==> config.mk <==
export PLATFORM = sky130hd
export DESIGN_NAME = ncpi_channel
export DESIGN_NICKNAME = d
export VERILOG_FILES = /design/src/ncpi_pkg.sv /design/src/ncpi_channel.sv
export VERILOG_INCLUDE_DIRS = /design/src /design/src/src
export SDC_FILE = /design/constraint.sdc
export NUM_CORES = 1
export LEC_CHECK = 0
export BUFFER_PORTS_ARGS = -buffer_cell sky130_fd_sc_hd__buf_2
export CORE_MARGIN = 3
export CORE_UTILIZATION = 40
export CTS_CLUSTER_SIZE = 25
export DETAILED_ROUTE_END_ITERATION = 7
export PLACE_DENSITY = 0.68
export SLEW_MARGIN = 20
export SYNTH_ARGS = -nofsm -noshare
export SYNTH_HDL_FRONTEND = slang
export SYNTH_SLANG_ARGS = --single-unit
==> constraint.sdc <==
create_clock -name ref_clk -period 3.2 [get_ports ref_clk]
set_clock_uncertainty 0.05 [all_clocks]
set_input_delay 0.32 -clock ref_clk [delete_from_list [all_inputs] [get_ports ref_clk]]
set_output_delay 0.32 -clock ref_clk [all_outputs]
set_load 0.01 [all_outputs]
==> src/ncpi_defs.svh <==
// Timing counts and reset values for the NAND channel pin interface
`ifndef NCPI_DEFS_SVH
`define NCPI_DEFS_SVH
`define NCPI_CLK_PERIOD_NS   10
`define NCPI_SETUP_NS        20
`define NCPI_SETUP_CYC       ((`NCPI_SETUP_NS + `NCPI_CLK_PERIOD_NS - 1) / `NCPI_CLK_PERIOD_NS)
`define NCPI_STROBE_NS       20
`define NCPI_STROBE_CYC      ((`NCPI_STROBE_NS + `NCPI_CLK_PERIOD_NS - 1) / `NCPI_CLK_PERIOD_NS)
`define NCPI_HOLD_NS         10
`define NCPI_HOLD_CYC        ((`NCPI_HOLD_NS + `NCPI_CLK_PERIOD_NS - 1) / `NCPI_CLK_PERIOD_NS)
`define NCPI_READ_ACCESS_NS  30
`define NCPI_READ_ACCESS_CYC ((`NCPI_READ_ACCESS_NS + `NCPI_CLK_PERIOD_NS - 1) / `NCPI_CLK_PERIOD_NS)
`define NCPI_BANK_DESEL      4'hf
`endif

==> src/ncpi_pkg.sv <==
// Types shared by the NAND channel pin interface
package ncpi_pkg;
  typedef enum logic [1:0] {
    NCPI_OP_CMD   = 2'h0,
    NCPI_OP_ADDR  = 2'h1,
    NCPI_OP_WDATA = 2'h2,
    NCPI_OP_RDATA = 2'h3
  } ncpi_op_t;

  typedef struct packed {
    ncpi_op_t   op;
    logic [1:0] bank;
    logic [7:0] data;
  } ncpi_req_t;
endpackage

==> src/ncpi_channel.sv <==
// NAND channel pin sequencer: one eight-bit channel, four banks
`timescale 1ns/10ps
`include "ncpi_defs.svh"

module ncpi_channel
  import ncpi_pkg::*;
#(
  parameter int SETUP_CYC  = `NCPI_SETUP_CYC,
  parameter int STROBE_CYC = `NCPI_STROBE_CYC,
  parameter int HOLD_CYC   = `NCPI_HOLD_CYC,
  parameter int READ_CYC   = `NCPI_READ_ACCESS_CYC
) (
  // Clock and reset
  input  wire logic       ref_clk,
  input  wire logic       reset,
  // Request stream
  input  wire logic       req_valid,
  output logic            req_ready,
  input  wire ncpi_req_t  req,
  // Read data stream
  output logic            rd_valid,
  input  wire logic       rd_ready,
  output logic [7:0]      rd_data,
  // Flash pins
  output logic            write_strobe_n,
  output logic            read_strobe_n,
  output logic            cmd_latch,
  output logic            addr_latch,
  output logic [3:0]      bank_select_n,
  input  wire logic [7:0] channel_data_in,
  output logic [7:0]      channel_data_out,
  output logic            channel_data_oe
);

  localparam int CW = 8;

  // The eight-bit down-counter holds the count less one; counts outside 1..255 are refused
  if (SETUP_CYC < 1 || STROBE_CYC < 1 || HOLD_CYC < 1 || READ_CYC < 1 ||
      SETUP_CYC > 255 || STROBE_CYC > 255 || HOLD_CYC > 255 || READ_CYC > 255) begin : bad_timing
    $error("ncpi_channel: timing counts must lie in 1..255");
  end

  typedef enum logic [3:0] {
    NCPI_IDLE   = 4'h1,
    NCPI_SETUP  = 4'h2,
    NCPI_STROBE = 4'h4,
    NCPI_HOLD   = 4'h8
  } ncpi_state_t;

  ncpi_state_t state;
  ncpi_req_t   cur;
  logic [CW-1:0] count;
  // Two-entry read buffer
  logic [7:0]  buf_mem [2];
  logic        wr_ptr;
  logic        rd_ptr;
  logic [1:0]  fill;

  // Active-low select for one bank only
  function automatic logic [3:0] bank_decode(input logic [1:0] b);
    bank_decode = ~(4'h1 << b);
  endfunction

  function automatic logic [CW-1:0] cyc(input int n);
    cyc = CW'(n - 1);
  endfunction

  logic is_read;
  logic buf_full;
  logic push;
  logic pop;
  assign is_read  = (cur.op == NCPI_OP_RDATA);
  assign buf_full = (fill == 2'h2);
  // Reads wait for a free buffer slot so a stalled receiver loses nothing
  assign req_ready = (state == NCPI_IDLE) && !(req.op == NCPI_OP_RDATA && buf_full);
  assign push = (state == NCPI_STROBE) && is_read && (count == '0);
  assign pop  = rd_valid && rd_ready;

  // Strobe sequencer: setup, strobe, hold
  always_ff @(posedge ref_clk or posedge reset) begin
    if (reset) begin
      state <= NCPI_IDLE;
      cur   <= '0;
      count <= '0;
    end else begin
      case (state)
        NCPI_IDLE: begin
          if (req_valid && req_ready) begin
            cur   <= req;
            count <= cyc(SETUP_CYC);
            state <= NCPI_SETUP;
          end
        end
        NCPI_SETUP: begin
          if (count == '0) begin
            count <= cyc(is_read ? READ_CYC : STROBE_CYC);
            state <= NCPI_STROBE;
          end else begin
            count <= count - 1'b1;
          end
        end
        NCPI_STROBE: begin
          if (count == '0) begin
            count <= cyc(HOLD_CYC);
            state <= NCPI_HOLD;
          end else begin
            count <= count - 1'b1;
          end
        end
        NCPI_HOLD: begin
          if (count == '0) begin
            state <= NCPI_IDLE;  // Bank deselects; a busy flash keeps working
          end else begin
            count <= count - 1'b1;
          end
        end
        default: state <= NCPI_IDLE;
      endcase
    end
  end

  // Pin drivers, all from flip-flops
  always_ff @(posedge ref_clk or posedge reset) begin
    if (reset) begin
      write_strobe_n   <= 1'b1;
      read_strobe_n    <= 1'b1;
      cmd_latch        <= 1'b0;
      addr_latch       <= 1'b0;
      bank_select_n    <= `NCPI_BANK_DESEL;
      channel_data_out <= 8'h00;
      channel_data_oe  <= 1'b0;
    end else if (state == NCPI_IDLE && req_valid && req_ready) begin
      bank_select_n    <= bank_decode(req.bank);
      cmd_latch        <= (req.op == NCPI_OP_CMD);
      addr_latch       <= (req.op == NCPI_OP_ADDR);
      channel_data_out <= req.data;
      channel_data_oe  <= (req.op != NCPI_OP_RDATA);
    end else if (state == NCPI_SETUP && count == '0) begin
      write_strobe_n <= is_read;
      read_strobe_n  <= !is_read;
    end else if (state == NCPI_STROBE && count == '0) begin
      write_strobe_n <= 1'b1;  // Rising edge latches the held byte
      read_strobe_n  <= 1'b1;
    end else if (state == NCPI_HOLD && count == '0) begin
      bank_select_n   <= `NCPI_BANK_DESEL;
      cmd_latch       <= 1'b0;
      addr_latch      <= 1'b0;
      channel_data_oe <= 1'b0;
    end
  end

  // Read buffer: sample at end of read strobe, after access delay
  always_ff @(posedge ref_clk or posedge reset) begin
    if (reset) begin
      wr_ptr <= 1'b0;
      rd_ptr <= 1'b0;
      fill   <= 2'h0;
    end else begin
      if (push)
        wr_ptr <= ~wr_ptr;
      if (pop)
        rd_ptr <= ~rd_ptr;
      fill <= fill + {1'b0, push} - {1'b0, pop};
    end
  end

  // Buffer storage has no reset; the fill count says which slots hold data
  always_ff @(posedge ref_clk) begin
    if (push)
      buf_mem[wr_ptr] <= channel_data_in;
  end

  assign rd_valid = (fill != 2'h0);
  assign rd_data  = buf_mem[rd_ptr];

  // Checks
  sel_one_hot_a: assert property (@(posedge ref_clk) disable iff (reset)
    $onehot0(~bank_select_n))
    else $error("more than one bank selected");
  latch_excl_a: assert property (@(posedge ref_clk) disable iff (reset)
    !(cmd_latch && addr_latch))
    else $error("command and address latch both high");
  bus_free_read_a: assert property (@(posedge ref_clk) disable iff (reset)
    !read_strobe_n |-> !channel_data_oe)
    else $error("bus driven during read strobe");
  data_stable_a: assert property (@(posedge ref_clk) disable iff (reset)
    !write_strobe_n ##1 write_strobe_n |-> $stable(channel_data_out) && channel_data_oe)
    else $error("byte moved at write strobe rise");
  wstrobe_sel_a: assert property (@(posedge ref_clk) disable iff (reset)
    !write_strobe_n |-> bank_select_n != `NCPI_BANK_DESEL)
    else $error("write strobe without bank");
  addr_cycle_a: assert property (@(posedge ref_clk) disable iff (reset)
    $rose(write_strobe_n) && cur.op == NCPI_OP_ADDR |-> addr_latch && !cmd_latch)
    else $error("address cycle without address latch");
  cmd_cycle_a: assert property (@(posedge ref_clk) disable iff (reset)
    $rose(write_strobe_n) && cur.op == NCPI_OP_CMD |-> cmd_latch && !addr_latch)
    else $error("command cycle without command latch");
  read_push_a: assert property (@(posedge ref_clk) disable iff (reset)
    push |=> $rose(read_strobe_n) && fill != 2'h0)
    else $error("read byte not captured at strobe end");
  reset_idle_a: assert property (@(posedge ref_clk)
    reset |-> bank_select_n == `NCPI_BANK_DESEL && channel_data_oe == 1'b0)
    else $error("pins not idle in reset");
  no_lost_a: assert property (@(posedge ref_clk) disable iff (reset)
    buf_full |-> !push)
    else $error("read buffer overflow");
  strobe_excl_a: assert property (@(posedge ref_clk) disable iff (reset)
    !(!write_strobe_n && !read_strobe_n))
    else $error("read and write strobe both low");

  cmd_c:   cover property (@(posedge ref_clk) $rose(write_strobe_n) && cmd_latch);
  addr_c:  cover property (@(posedge ref_clk) $rose(write_strobe_n) && addr_latch);
  read_c:  cover property (@(posedge ref_clk) push);
  stall_c: cover property (@(posedge ref_clk) buf_full && !rd_ready);

endmodule // ncpi_channel

==> impl_metrics.py, run 1 <==
metrics = {
    "cells_and_area": {
        "fillers": 545,
        "drive_gt1_frac": 0.390,
        "final_common_cell": "buf_2",
        "instances_no_fill": 326,
        "n_antenna_cell": 0,
        "area_growth_pct": 16.4,
        "final_nets": 280,
        "layout_common_cells": "buf_2, dfrtp_1, mux2_2, edfxtp_1, inv_1",
    },
    "placement": {
        "place_congestion": 0.803,
        "place_inst": 318,
        "port_buffers": 50,
        "hpwlAfterDp_um": 3520,
    },
    "drt": {
        "first_pass_iters": 4,
        "wirelength_um": 4780,
        "drt-wirelength-per-cell_um": 14.7,
        "vias_per_cell": 5.25,
        "drt_iter0_drc": 120,
        "ant_nets": 0,
        "vias": 1711,
        "drc": 0,
    },
    "worst_setup_path": {
        "worst-path-buf-inv": 2,
        "required_ps": 3380,
        "crit_start": "count[0]",
        "crit_arrival_ps": 3030,
        "worst_setup_path_start_kind": "flop",
        "worst-setup-path-type": "reg2reg",
        "critPathCaptureType": "flop",
        "cp_slowest_cell": "or4_4",
        "reg2reg_from": "count[0]",
        "crit_chain": "inv_1 -> ha_1 -> or3b_2 -> nor2_4 -> nand2_2 -> or4_4 -> ha_1 -> inv_1 -> ha_1 -> xnor2_1 -> xnor2_1",
        "cp_top_family": "simple AND/OR/NAND/NOR gates",
        "critPathMaxStageDelay_ps": 520,
        "path_common_cell": "ha_1",
        "worstPathMaxFanout": 5,
    },
    "floorplanning": {
        "ioPinCount": 51,
        "fp-row-count": 27,
        "dieArea_um2": 7030,
        "fp.coreArea_um2": 5680,
        "initial_utilization": 0.427,
        "die_width_um": 83.8,
        "die_h_um": 83.8,
    },
    "power_and_ir_drop": {
        "pwr-share-clk": 0.302,
        "leakagePower_uw": 0.00125,
        "p_seq_frac": 0.563,
        "p_int_uw": 954,
        "power_density_nw_per_um2": 458,
        "power_uw": 1290,
        "netSwitchingFraction": 0.262,
        "combPwrFrac": 0.135,
        "power_switching_uw": 338,
        "peakVddDrop_v": 0.000198,
    },
    "clock_network": {
        "cts-resized-gates": 0,
        "clock_sinks": 51,
        "clk_path_buf_depth": 2,
        "cts.htree.levels": 2,
        "cts_tree": "yes",
        "cts_buffers": 5,
        "cts_setup_buffers": 0,
        "clk_latency_ps": 300,
        "hold_buffers": 0,
        "clock-root-buffer": "clkbuf_8",
        "path_clk_slew_ps": 100,
    },
    "sta": {
        "hold_viol": 0,
        "max_freq_mhz": 351,
        "max_slew_margin": 0.452,
        "min_period_over_period": 0.890,
        "tightest_slew_ps": 815,
        "setup_tns_ps": 0,
        "setup_viol": 0,
        "rsz0062_at_grt": "false",
        "slew_viol_final": 0,
        "fin_crit_ps": 2850,
    },
    "yosys": {
        "ys.flop_type": "dfrtp_1",
        "synth.net_count": 226,
        "synth_warnings": 0,
        "netlist_instances": 199,
        "async_flop_share": 0.686,
        "seq_area_frac_synth": 0.564,
        "syn_area_um2": 2420,
        "synth.distinct_cells": 50,
        "synth_edf_count": 16,
        "synth_area_per_cell_um2": 12.2,
        "ys_ff_latch": 51,
    },
    "grt": {
        "grt_max_degree": 36,
        "grt_pass1_wl_um": 8230,
        "antenna_found_initial": 0,
        "globalRouteTotalUtil": 0.145,
        "grt_pass1_vias": 1752,
        "overflow": 0,
    },
    "worst_hold_path": {
        "hold_class": "in2async",
    },
    "flow_run": {
        "maxCapViolCount": 0,
    },
    "status": {
        "status": "complete, no violations",
    },
}
## cell type report
| cell class | instances | area, µm² | share of cell area |
|---|---|---|---|
| sequential | 51 | 1370 | 0.484 |
| multi-input combinational | 125 | 923 | 0.328 |
| timing repair buffer | 55 | 288 | 0.102 |
| tap | 72 | 90.1 | 0.0320 |
| clock buffer | 5 | 68.8 | 0.0244 |
| inverter | 15 | 56.3 | 0.0200 |
| clock inverter | 3 | 27.5 | 0.00976 |
## flip-flops by register name (all words and copies together) (netlist names), 2 cells and up
register          count
buf_mem              16
bank_select_n         4
channel_data_out      8
state                 4
cur                   2
count                 8
fill                  2
## cells in the mapped netlist, drive strengths merged (5+ instances only)
master	instances	share of area
a21oi	9	0.019
clkbuf	7	0.027
dfrtp	28	0.29
dfstp	7	0.076
edfxtp	16	0.20
inv	15	0.023
mux2	17	0.079
nand2	11	0.019
nand3	5	0.010
nor2	13	0.023
o21ai	6	0.012
xnor2	6	0.025
## tightest hold or removal path, delay by kind of cell
kind | cells | cell delay (ps)
buffers and inverters | 3 | 510
## through the flow
stage	hold WS, ps	utilization	setup slack (ps)	area (µm²)
2_1_floorplan	320	-	421	2420
3_3_place_gp	396	0.480	428	2720
3_5_place_dp	396	0.480	383	2720
4_1_cts	62.5	0.497	352	2820
5_1_grt	75.3	0.497	187	2820
6_report	47.8	0.497	353	2820
## routing by layer
layer,part of all wire,wire length [µm],global-route usage
met3,0.052,251,0.0346
met5,0,0,0
met2,0.46,2200,0.226
met1,0.47,2230,0.196
met4,0.021,101,0.0526
## final timing paths
path	end	cells past startpoint	slack [ps]
worst min-delay path	channel_data_out[0]	3	50
worst max-delay path	fill[1]	11	350
worst min register to register	count[6]	1	450
max in group asynchronous	state[0]	3	2710
min in group ref_clk	bank_select_n[3]	2	140
worst max register to register	fill[1]	11	350
## cells by family after synthesis
family / Yosys count / synth area share
xor gates and xnor gates: 7 / 0.0284
buffers and inverters: 23 / 0.0553
muxes: 19 / 0.0873
AOI/OAI and AO/OA: 39 / 0.113
DFF: 51 / 0.564
and+or+nand+nor: 57 / 0.137
adders and majority gates: 3 / 0.0155
## power groups by stage
stage                     sequential [µW]  combinational, µW  clock (µW)
after floorplan                       715                134           0
after global placement                741                172           0
after detailed placement              741                178           0
after CTS                             728                179         405
after global routing                  732                195         429
final                                 728                174         390
Note: power is estimated with default switching activity, not from simulation.
==> run 2, diff against run 1 <==
--- a/config.mk
+++ b/config.mk
@@ -11,7 +11,7 @@
 export CORE_UTILIZATION = 40
 export CTS_CLUSTER_SIZE = 25
 export DETAILED_ROUTE_END_ITERATION = 7
-export PLACE_DENSITY = 0.68
+export PLACE_DENSITY = 0.61
 export SLEW_MARGIN = 20
 export SYNTH_ARGS = -nofsm -noshare
 export SYNTH_HDL_FRONTEND = slang
==> run 2 against run 1 <==
Critical path depth stayed put. Global-route usage shrank 0.63 points. Clock power up 15%. Setup slack worse by 21 ps. Worst hold slack gained 6.1 ps. First-iteration DRC count decreased by 12%. Routed wire length shrank 3.5%. Critical path type unchanged.
==> impl_metrics.py, run 2 (synthesis gave the netlist of run 1 again) <==
metrics = {
    "status": {
        "status": "complete, no violations",
    },
    "grt": {
        "grt_pass1_wl_um": 7940,
        "grt_max_degree": 36,
        "globalRouteTotalUtil": 0.138,
        "overflow": 0,
        "grt_pass1_vias": 1753,
        "antenna_found_initial": 0,
    },
    "placement": {
        "port_buffers": 50,
        "hpwlAfterDp_um": 3420,
        "place_inst": 317,
        "place_congestion": 0.808,
    },
    "power_and_ir_drop": {
        "leakagePower_uw": 0.00126,
        "power_uw": 1350,
        "power_density_nw_per_um2": 477,
        "peakVddDrop_v": 0.000274,
    },
    "floorplanning": {
        "dieArea_um2": 7030,
        "fp.coreArea_um2": 5680,
        "die_width_um": 83.8,
        "fp-row-count": 27,
        "ioPinCount": 51,
        "die_h_um": 83.8,
        "initial_utilization": 0.427,
    },
    "clock_network": {
        "cts_buffers": 5,
        "cts_tree": "yes",
        "cts.htree.levels": 2,
        "cts_setup_buffers": 0,
        "clk_latency_ps": 300,
        "clock_sinks": 51,
        "cts-resized-gates": 0,
        "path_clk_slew_ps": 90,
        "hold_buffers": 0,
        "clock-root-buffer": "clkbuf_8",
        "clk_path_buf_depth": 2,
    },
    "sta": {
        "hold_viol": 0,
        "rsz0062_at_grt": "false",
        "max_freq_mhz": 349,
        "tightest_slew_ps": 716,
        "setup_tns_ps": 0,
        "setup_viol": 0,
        "min_period_over_period": 0.896,
        "slew_viol_final": 0,
        "fin_crit_ps": 2870,
        "max_slew_margin": 0.518,
    },
    "drt": {
        "drt_iter0_drc": 106,
        "wirelength_um": 4610,
        "drt-wirelength-per-cell_um": 14.2,
        "drc": 0,
        "ant_nets": 0,
        "first_pass_iters": 4,
        "vias_per_cell": 5.27,
        "vias": 1714,
    },
    "worst_setup_path": {
        "r2r_setup_slack_ps": 330,
        "crit_chain": "inv_1 -> ha_1 -> or3b_2 -> nor2_4 -> nand2_2 -> or4_4 -> ha_1 -> inv_1 -> ha_1 -> xnor2_1 -> xnor2_1",
        "worst-setup-path-type": "reg2reg",
        "required_ps": 3380,
        "path_common_cell": "ha_1",
        "critPathCaptureType": "flop",
        "cp_slowest_cell": "or4_4",
        "critPathMaxStageDelay_ps": 520,
        "crit_arrival_ps": 3050,
        "worst_setup_path_start_kind": "flop",
        "worstPathMaxFanout": 5,
    },
    "cells_and_area": {
        "drive_gt1_frac": 0.387,
        "largest_register": "buf_mem",
        "layout_common_cells": "buf_2, dfrtp_1, mux2_2, edfxtp_1, inv_1",
        "reg_top3": "buf_mem: 16 flops, channel_data_out: 8 flops, count: 8 flops",
        "largest_reg_flops": 16,
        "instances_no_fill": 325,
        "n_antenna_cell": 0,
        "area_growth_pct": 16.8,
        "fillers": 531,
        "final_common_cell": "buf_2",
        "final_nets": 279,
    },
    "worst_hold_path": {
        "hold_class": "in2async",
    },
    "flow_run": {
        "maxCapViolCount": 0,
    },
}
==> run 2: changes by cell type in the layout (fill, tap and decap cells not counted) <==
cell       previous run  this run
buf_4                 5         4
bufinv_16             0         1
clkinv_4              1         0
inv_6                 0         1
inv_8                 1         0
==> run 2: critical path, delay by kind of cell (launching register included) <==
kind	cells	cell delay, ps
XOR/XNOR	2	310
AND/OR/NAND/NOR	4	1250
buffers and inverters	2	110
flip-flops	1	410
adder cells (fa/ha/maj)	3	660
==> run 2: final cells by class <==
| class | count | area (µm²) | share of cell area |
|---|---|---|---|
| Timing Repair Buffer | 54 | 280 | 0.0990 |
| Multi-Input combinational cell | 125 | 923 | 0.326 |
| Inverter | 15 | 56.3 | 0.0199 |
| Clock inverter | 3 | 46.3 | 0.0164 |
| Tap cell | 72 | 90.1 | 0.0318 |
| Sequential cell | 51 | 1370 | 0.482 |
| Clock buffer | 5 | 68.8 | 0.0243 |
==> run 2: power breakdown <==
part           internal [µW]  switching (µW)  total [µW]  leakage (µW)
clock                    236             214         450     0.0000548
sequential               693            33.3         727      0.000576
combinational           99.8            72.7         172      0.000626
==> run 2: metrics by stage <==
| step | setup slack (ps) | hold slack (ps) | utilization | instance area, µm² |
|---|---|---|---|---|
| floorplan | 421 | 320 | - | 2420 |
| CTS | 333 | 62.7 | 0.499 | 2830 |
| global route | 150 | 84.6 | 0.499 | 2830 |
| finish | 331 | 53.9 | 0.499 | 2830 |
| global placement | 410 | 393 | 0.478 | 2720 |
| detailed placement | 354 | 399 | 0.478 | 2720 |
==> run 2: final timing paths <==
path                                             to                start  cells past startpoint
worst max-delay path                        fill[1]             count[0]                     11
worst min-delay path            channel_data_out[4]                reset                      3
max in group asynchronous                  state[0]                reset                      3
worst max register to register              fill[1]             count[0]                     11
worst min register to register  channel_data_out[2]  channel_data_out[2]                      1
min in group ref_clk               bank_select_n[2]               req[9]                      2
==> run 2: per-layer routing <==
layer | routed length, µm | GRT usage | vias to the layer above | part of all wire
li1 | - | - | 834 | -
met1 | 2090 | 0.177 | 825 | 0.45
met2 | 2230 | 0.228 | 46 | 0.48
met3 | 224 | 0.0375 | 9 | 0.049
met4 | 71 | 0.0453 | 0 | 0.015
met5 | 0 | 0 | - | 0
==> run 3, diff against run 2 <==
--- a/config.mk
+++ b/config.mk
@@ -6,12 +6,14 @@
 export SDC_FILE = /design/constraint.sdc
 export NUM_CORES = 1
 export LEC_CHECK = 0
+export ABC_AREA = 1
 export BUFFER_PORTS_ARGS = -buffer_cell sky130_fd_sc_hd__buf_2
 export CORE_MARGIN = 3
 export CORE_UTILIZATION = 40
 export CTS_CLUSTER_SIZE = 25
 export DETAILED_ROUTE_END_ITERATION = 7
-export PLACE_DENSITY = 0.61
+export PLACE_DENSITY = 0.6
+export SETUP_SLACK_MARGIN = 0.4
 export SLEW_MARGIN = 20
 export SYNTH_ARGS = -nofsm -noshare
 export SYNTH_HDL_FRONTEND = slang
==> constraint.sdc (replaced) <==
create_clock -name ref_clk -period 3.3 [get_ports ref_clk]
set_clock_uncertainty 0.05 [all_clocks]
set_input_delay 0.33 -clock ref_clk [delete_from_list [all_inputs] [get_ports ref_clk]]
set_output_delay 0.33 -clock ref_clk [all_outputs]
set_load 0.01 [all_outputs]
==> run 3 against run 2 <==
Utilization shrank 0.80 points. First-iteration DRC count grew 6.6%. Worst hold slack gained 3.0 ps. Setup slack gained 760 ps. Non-clock buffer count shrank 3. Critical path depth shrank 5. Critical endpoint is now buf_mem[1][1]. Largest power group is now combinational logic. Highest routed layer unchanged.
==> impl_metrics.py, run 3 <==
metrics = {
    "yosys": {
        "syn_area_um2": 2540,
        "synth_common_cells": "nand2_1, inv_1, dfrtp_1",
        "synth_edf_count": 16,
        "synthTopCellsByArea": "dfrtp_1, edfxtp_1, nand2_1, dfstp_2, inv_1",
        "synth_area_leader_cell": "dfrtp_1",
        "netlist_instances": 271,
        "synth.net_count": 298,
        "synth.distinct_cells": 33,
        "synth_top_area_share": 0.275,
        "synth_warnings": 0,
        "yosysMostFrequentCell": "nand2_1",
        "seq_area_frac_synth": 0.536,
        "synth_area_per_cell_um2": 9.39,
        "async_flop_share": 0.686,
        "ys_ff_latch": 51,
        "ys.flop_type": "dfrtp_1",
    },
    "power_and_ir_drop": {
        "netSwitchingFraction": 0.411,
        "leakagePower_uw": 0.00148,
        "power_density_nw_per_um2": 795,
        "power_uw": 2350,
        "p_seq_frac": 0.407,
        "peakVddDrop_v": 0.000331,
        "pwr-share-clk": 0.161,
        "combPwrFrac": 0.431,
        "power_switching_uw": 966,
        "p_int_uw": 1380,
    },
    "clock_network": {
        "cts.htree.levels": 2,
        "path_clk_slew_ps": 110,
        "clk_path_buf_depth": 2,
        "clock-root-buffer": "clkbuf_8",
        "cts-resized-gates": 0,
        "clk_latency_ps": 310,
        "hold_buffers": 0,
        "cts_tree": "yes",
        "cts_buffers": 5,
        "cts_setup_buffers": 0,
        "clock_sinks": 51,
    },
    "worst_setup_path": {
        "worst_setup_path_start_kind": "flop",
        "worst-setup-path-type": "reg2reg",
        "crit_arrival_ps": 2110,
        "cp_top_family": "simple AND/OR/NAND/NOR gates",
        "cp_slowest_cell": "nor2_1",
        "r2r_setup_slack_ps": 1090,
        "cp_num_cells": 6,
        "worstPathMaxFanout": 8,
        "required_ps": 3190,
        "crit_start": "count[0]",
        "rr_worst_depth": 6,
        "reg2reg_from": "count[0]",
        "cp-endpoint": "buf_mem[1][1]",
        "reg2reg_to": "buf_mem[1][1]",
        "critPathMaxStageDelay_ps": 550,
        "crit_chain": "inv_1 -> ha_1 -> nand2_2 -> nor2_4 -> nand3_1 -> nor2_1",
        "critPathCaptureType": "flop",
        "worst-path-buf-inv": 1,
    },
    "sta": {
        "setup_tns_ps": 0,
        "fin_crit_ps": 2210,
        "setup_viol": 0,
        "rsz0062_at_grt": "false",
        "min_period_over_period": 0.670,
        "slew_viol_final": 0,
        "max_slew_margin": 0.562,
        "max_freq_mhz": 452,
        "tightest_slew_ps": 655,
        "hold_viol": 0,
    },
    "cells_and_area": {
        "final_nets": 352,
        "final_common_cell": "nand2_1",
        "drive_gt1_frac": 0.319,
        "layout_common_cells": "nand2_1, buf_2, inv_1, dfrtp_1, nor2_1",
        "largest_register": "buf_mem",
        "reg_top3": "buf_mem: 16 flops, channel_data_out: 8 flops, count: 8 flops",
        "largest_reg_flops": 16,
        "n_antenna_cell": 0,
        "area_growth_pct": 16.2,
    },
    "floorplanning": {
        "die_h_um": 85.8,
        "fp-row-count": 28,
        "fp.coreArea_um2": 6030,
        "die_width_um": 85.8,
        "dieArea_um2": 7360,
        "initial_utilization": 0.422,
        "ioPinCount": 51,
    },
    "grt": {
        "overflow": 0,
        "antenna_found_initial": 0,
        "grt_pass1_wl_um": 8320,
        "grt_max_degree": 36,
        "globalRouteTotalUtil": 0.142,
        "grt_pass1_vias": 1839,
    },
    "drt": {
        "vias": 1882,
        "first_pass_iters": 5,
        "drc": 0,
        "ant_nets": 0,
        "vias_per_cell": 4.69,
        "wirelength_um": 4870,
        "drt-wirelength-per-cell_um": 12.1,
        "drt_iter0_drc": 113,
    },
    "placement": {
        "hpwlAfterDp_um": 3660,
        "port_buffers": 50,
        "place_congestion": 0.901,
    },
    "status": {
        "status": "complete, no violations",
    },
    "worst_hold_path": {
        "hold_class": "in2async",
    },
    "flow_run": {
        "maxCapViolCount": 0,
    },
}
-- run 3: metrics by stage --
step | hold WS [ps] | utilization | cell area, µm² | setup slack (ps) | std cells
6_report | 56.9 | 0.491 | 2960 | 1090 | 401
5_1_grt | 89.0 | 0.491 | 2960 | 878 | 401
4_1_cts | 59.1 | 0.491 | 2960 | 1030 | 401
3_5_place_dp | 404 | 0.475 | 2860 | 1030 | 393
3_3_place_gp | 400 | 0.475 | 2860 | 1110 | 393
2_1_floorplan | 371 | - | 2540 | 1370 | 271
-- run 3: area by class of cell --
type	instances	area, µm²
repair buffers	51	258
clock buffers	5	68.8
flip-flops and latches	51	1370
fillers	594	3070
multi-input cells	178	998
inverters	38	148
clock inverters	3	25.0
well taps	75	93.8
-- run 3: worst min-delay path by stage --
stage	from	endpoint	slack [ps]	cells past startpoint
final	reset	cur[10]	60	3
after global routing	reset	wr_ptr	90	3
after CTS	reset	state[2]	60	3
after detailed placement	channel_data_out[0]	channel_data_out[0]	400	2
after global placement	channel_data_out[0]	channel_data_out[0]	400	2
after floorplan	req[11]	addr_latch	370	1
-- run 3: cell families (layout without fill, tap and decap cells) --
logic type	after synthesis	in the layout	share of synthesized area
and+or+nand+nor	146	146	0.281
adders and majority gates	3	3	0.0148
AOI/OAI and AO/OA	14	14	0.0364
buffers and inverters	42	97	0.0713
muxes	10	10	0.0433
xor gates and xnor gates	5	5	0.0172
DFF	51	51	0.536
-- run 3: worst reg2reg max path, delay by kind of cell, from the launching register on --
kind | cells | cell delay, ps
and+or+nand+nor | 4 | 1040
adders and majority gates | 1 | 270
DFF | 1 | 380
buffers and inverters | 1 | 110
-- run 3: power by group through the flow --
stage,registers (µW),clock network [µW],logic [µW]
2_1_floorplan,991,0,739
3_3_place_gp,970,0,1010
3_5_place_dp,971,0,1020
4_1_cts,960,393,1030
5_1_grt,988,421,1140
6_report,958,379,1010
-- run 3: layer usage --
metal | share of wire | vias to the layer above | track usage
met3 | 0.066 | 6 | 0.0384
met1 | 0.46 | 845 | 0.185
met5 | 0 | - | 0
met4 | 0.012 | 0 | 0.0403
met2 | 0.46 | 58 | 0.234
li1 | - | 973 | -
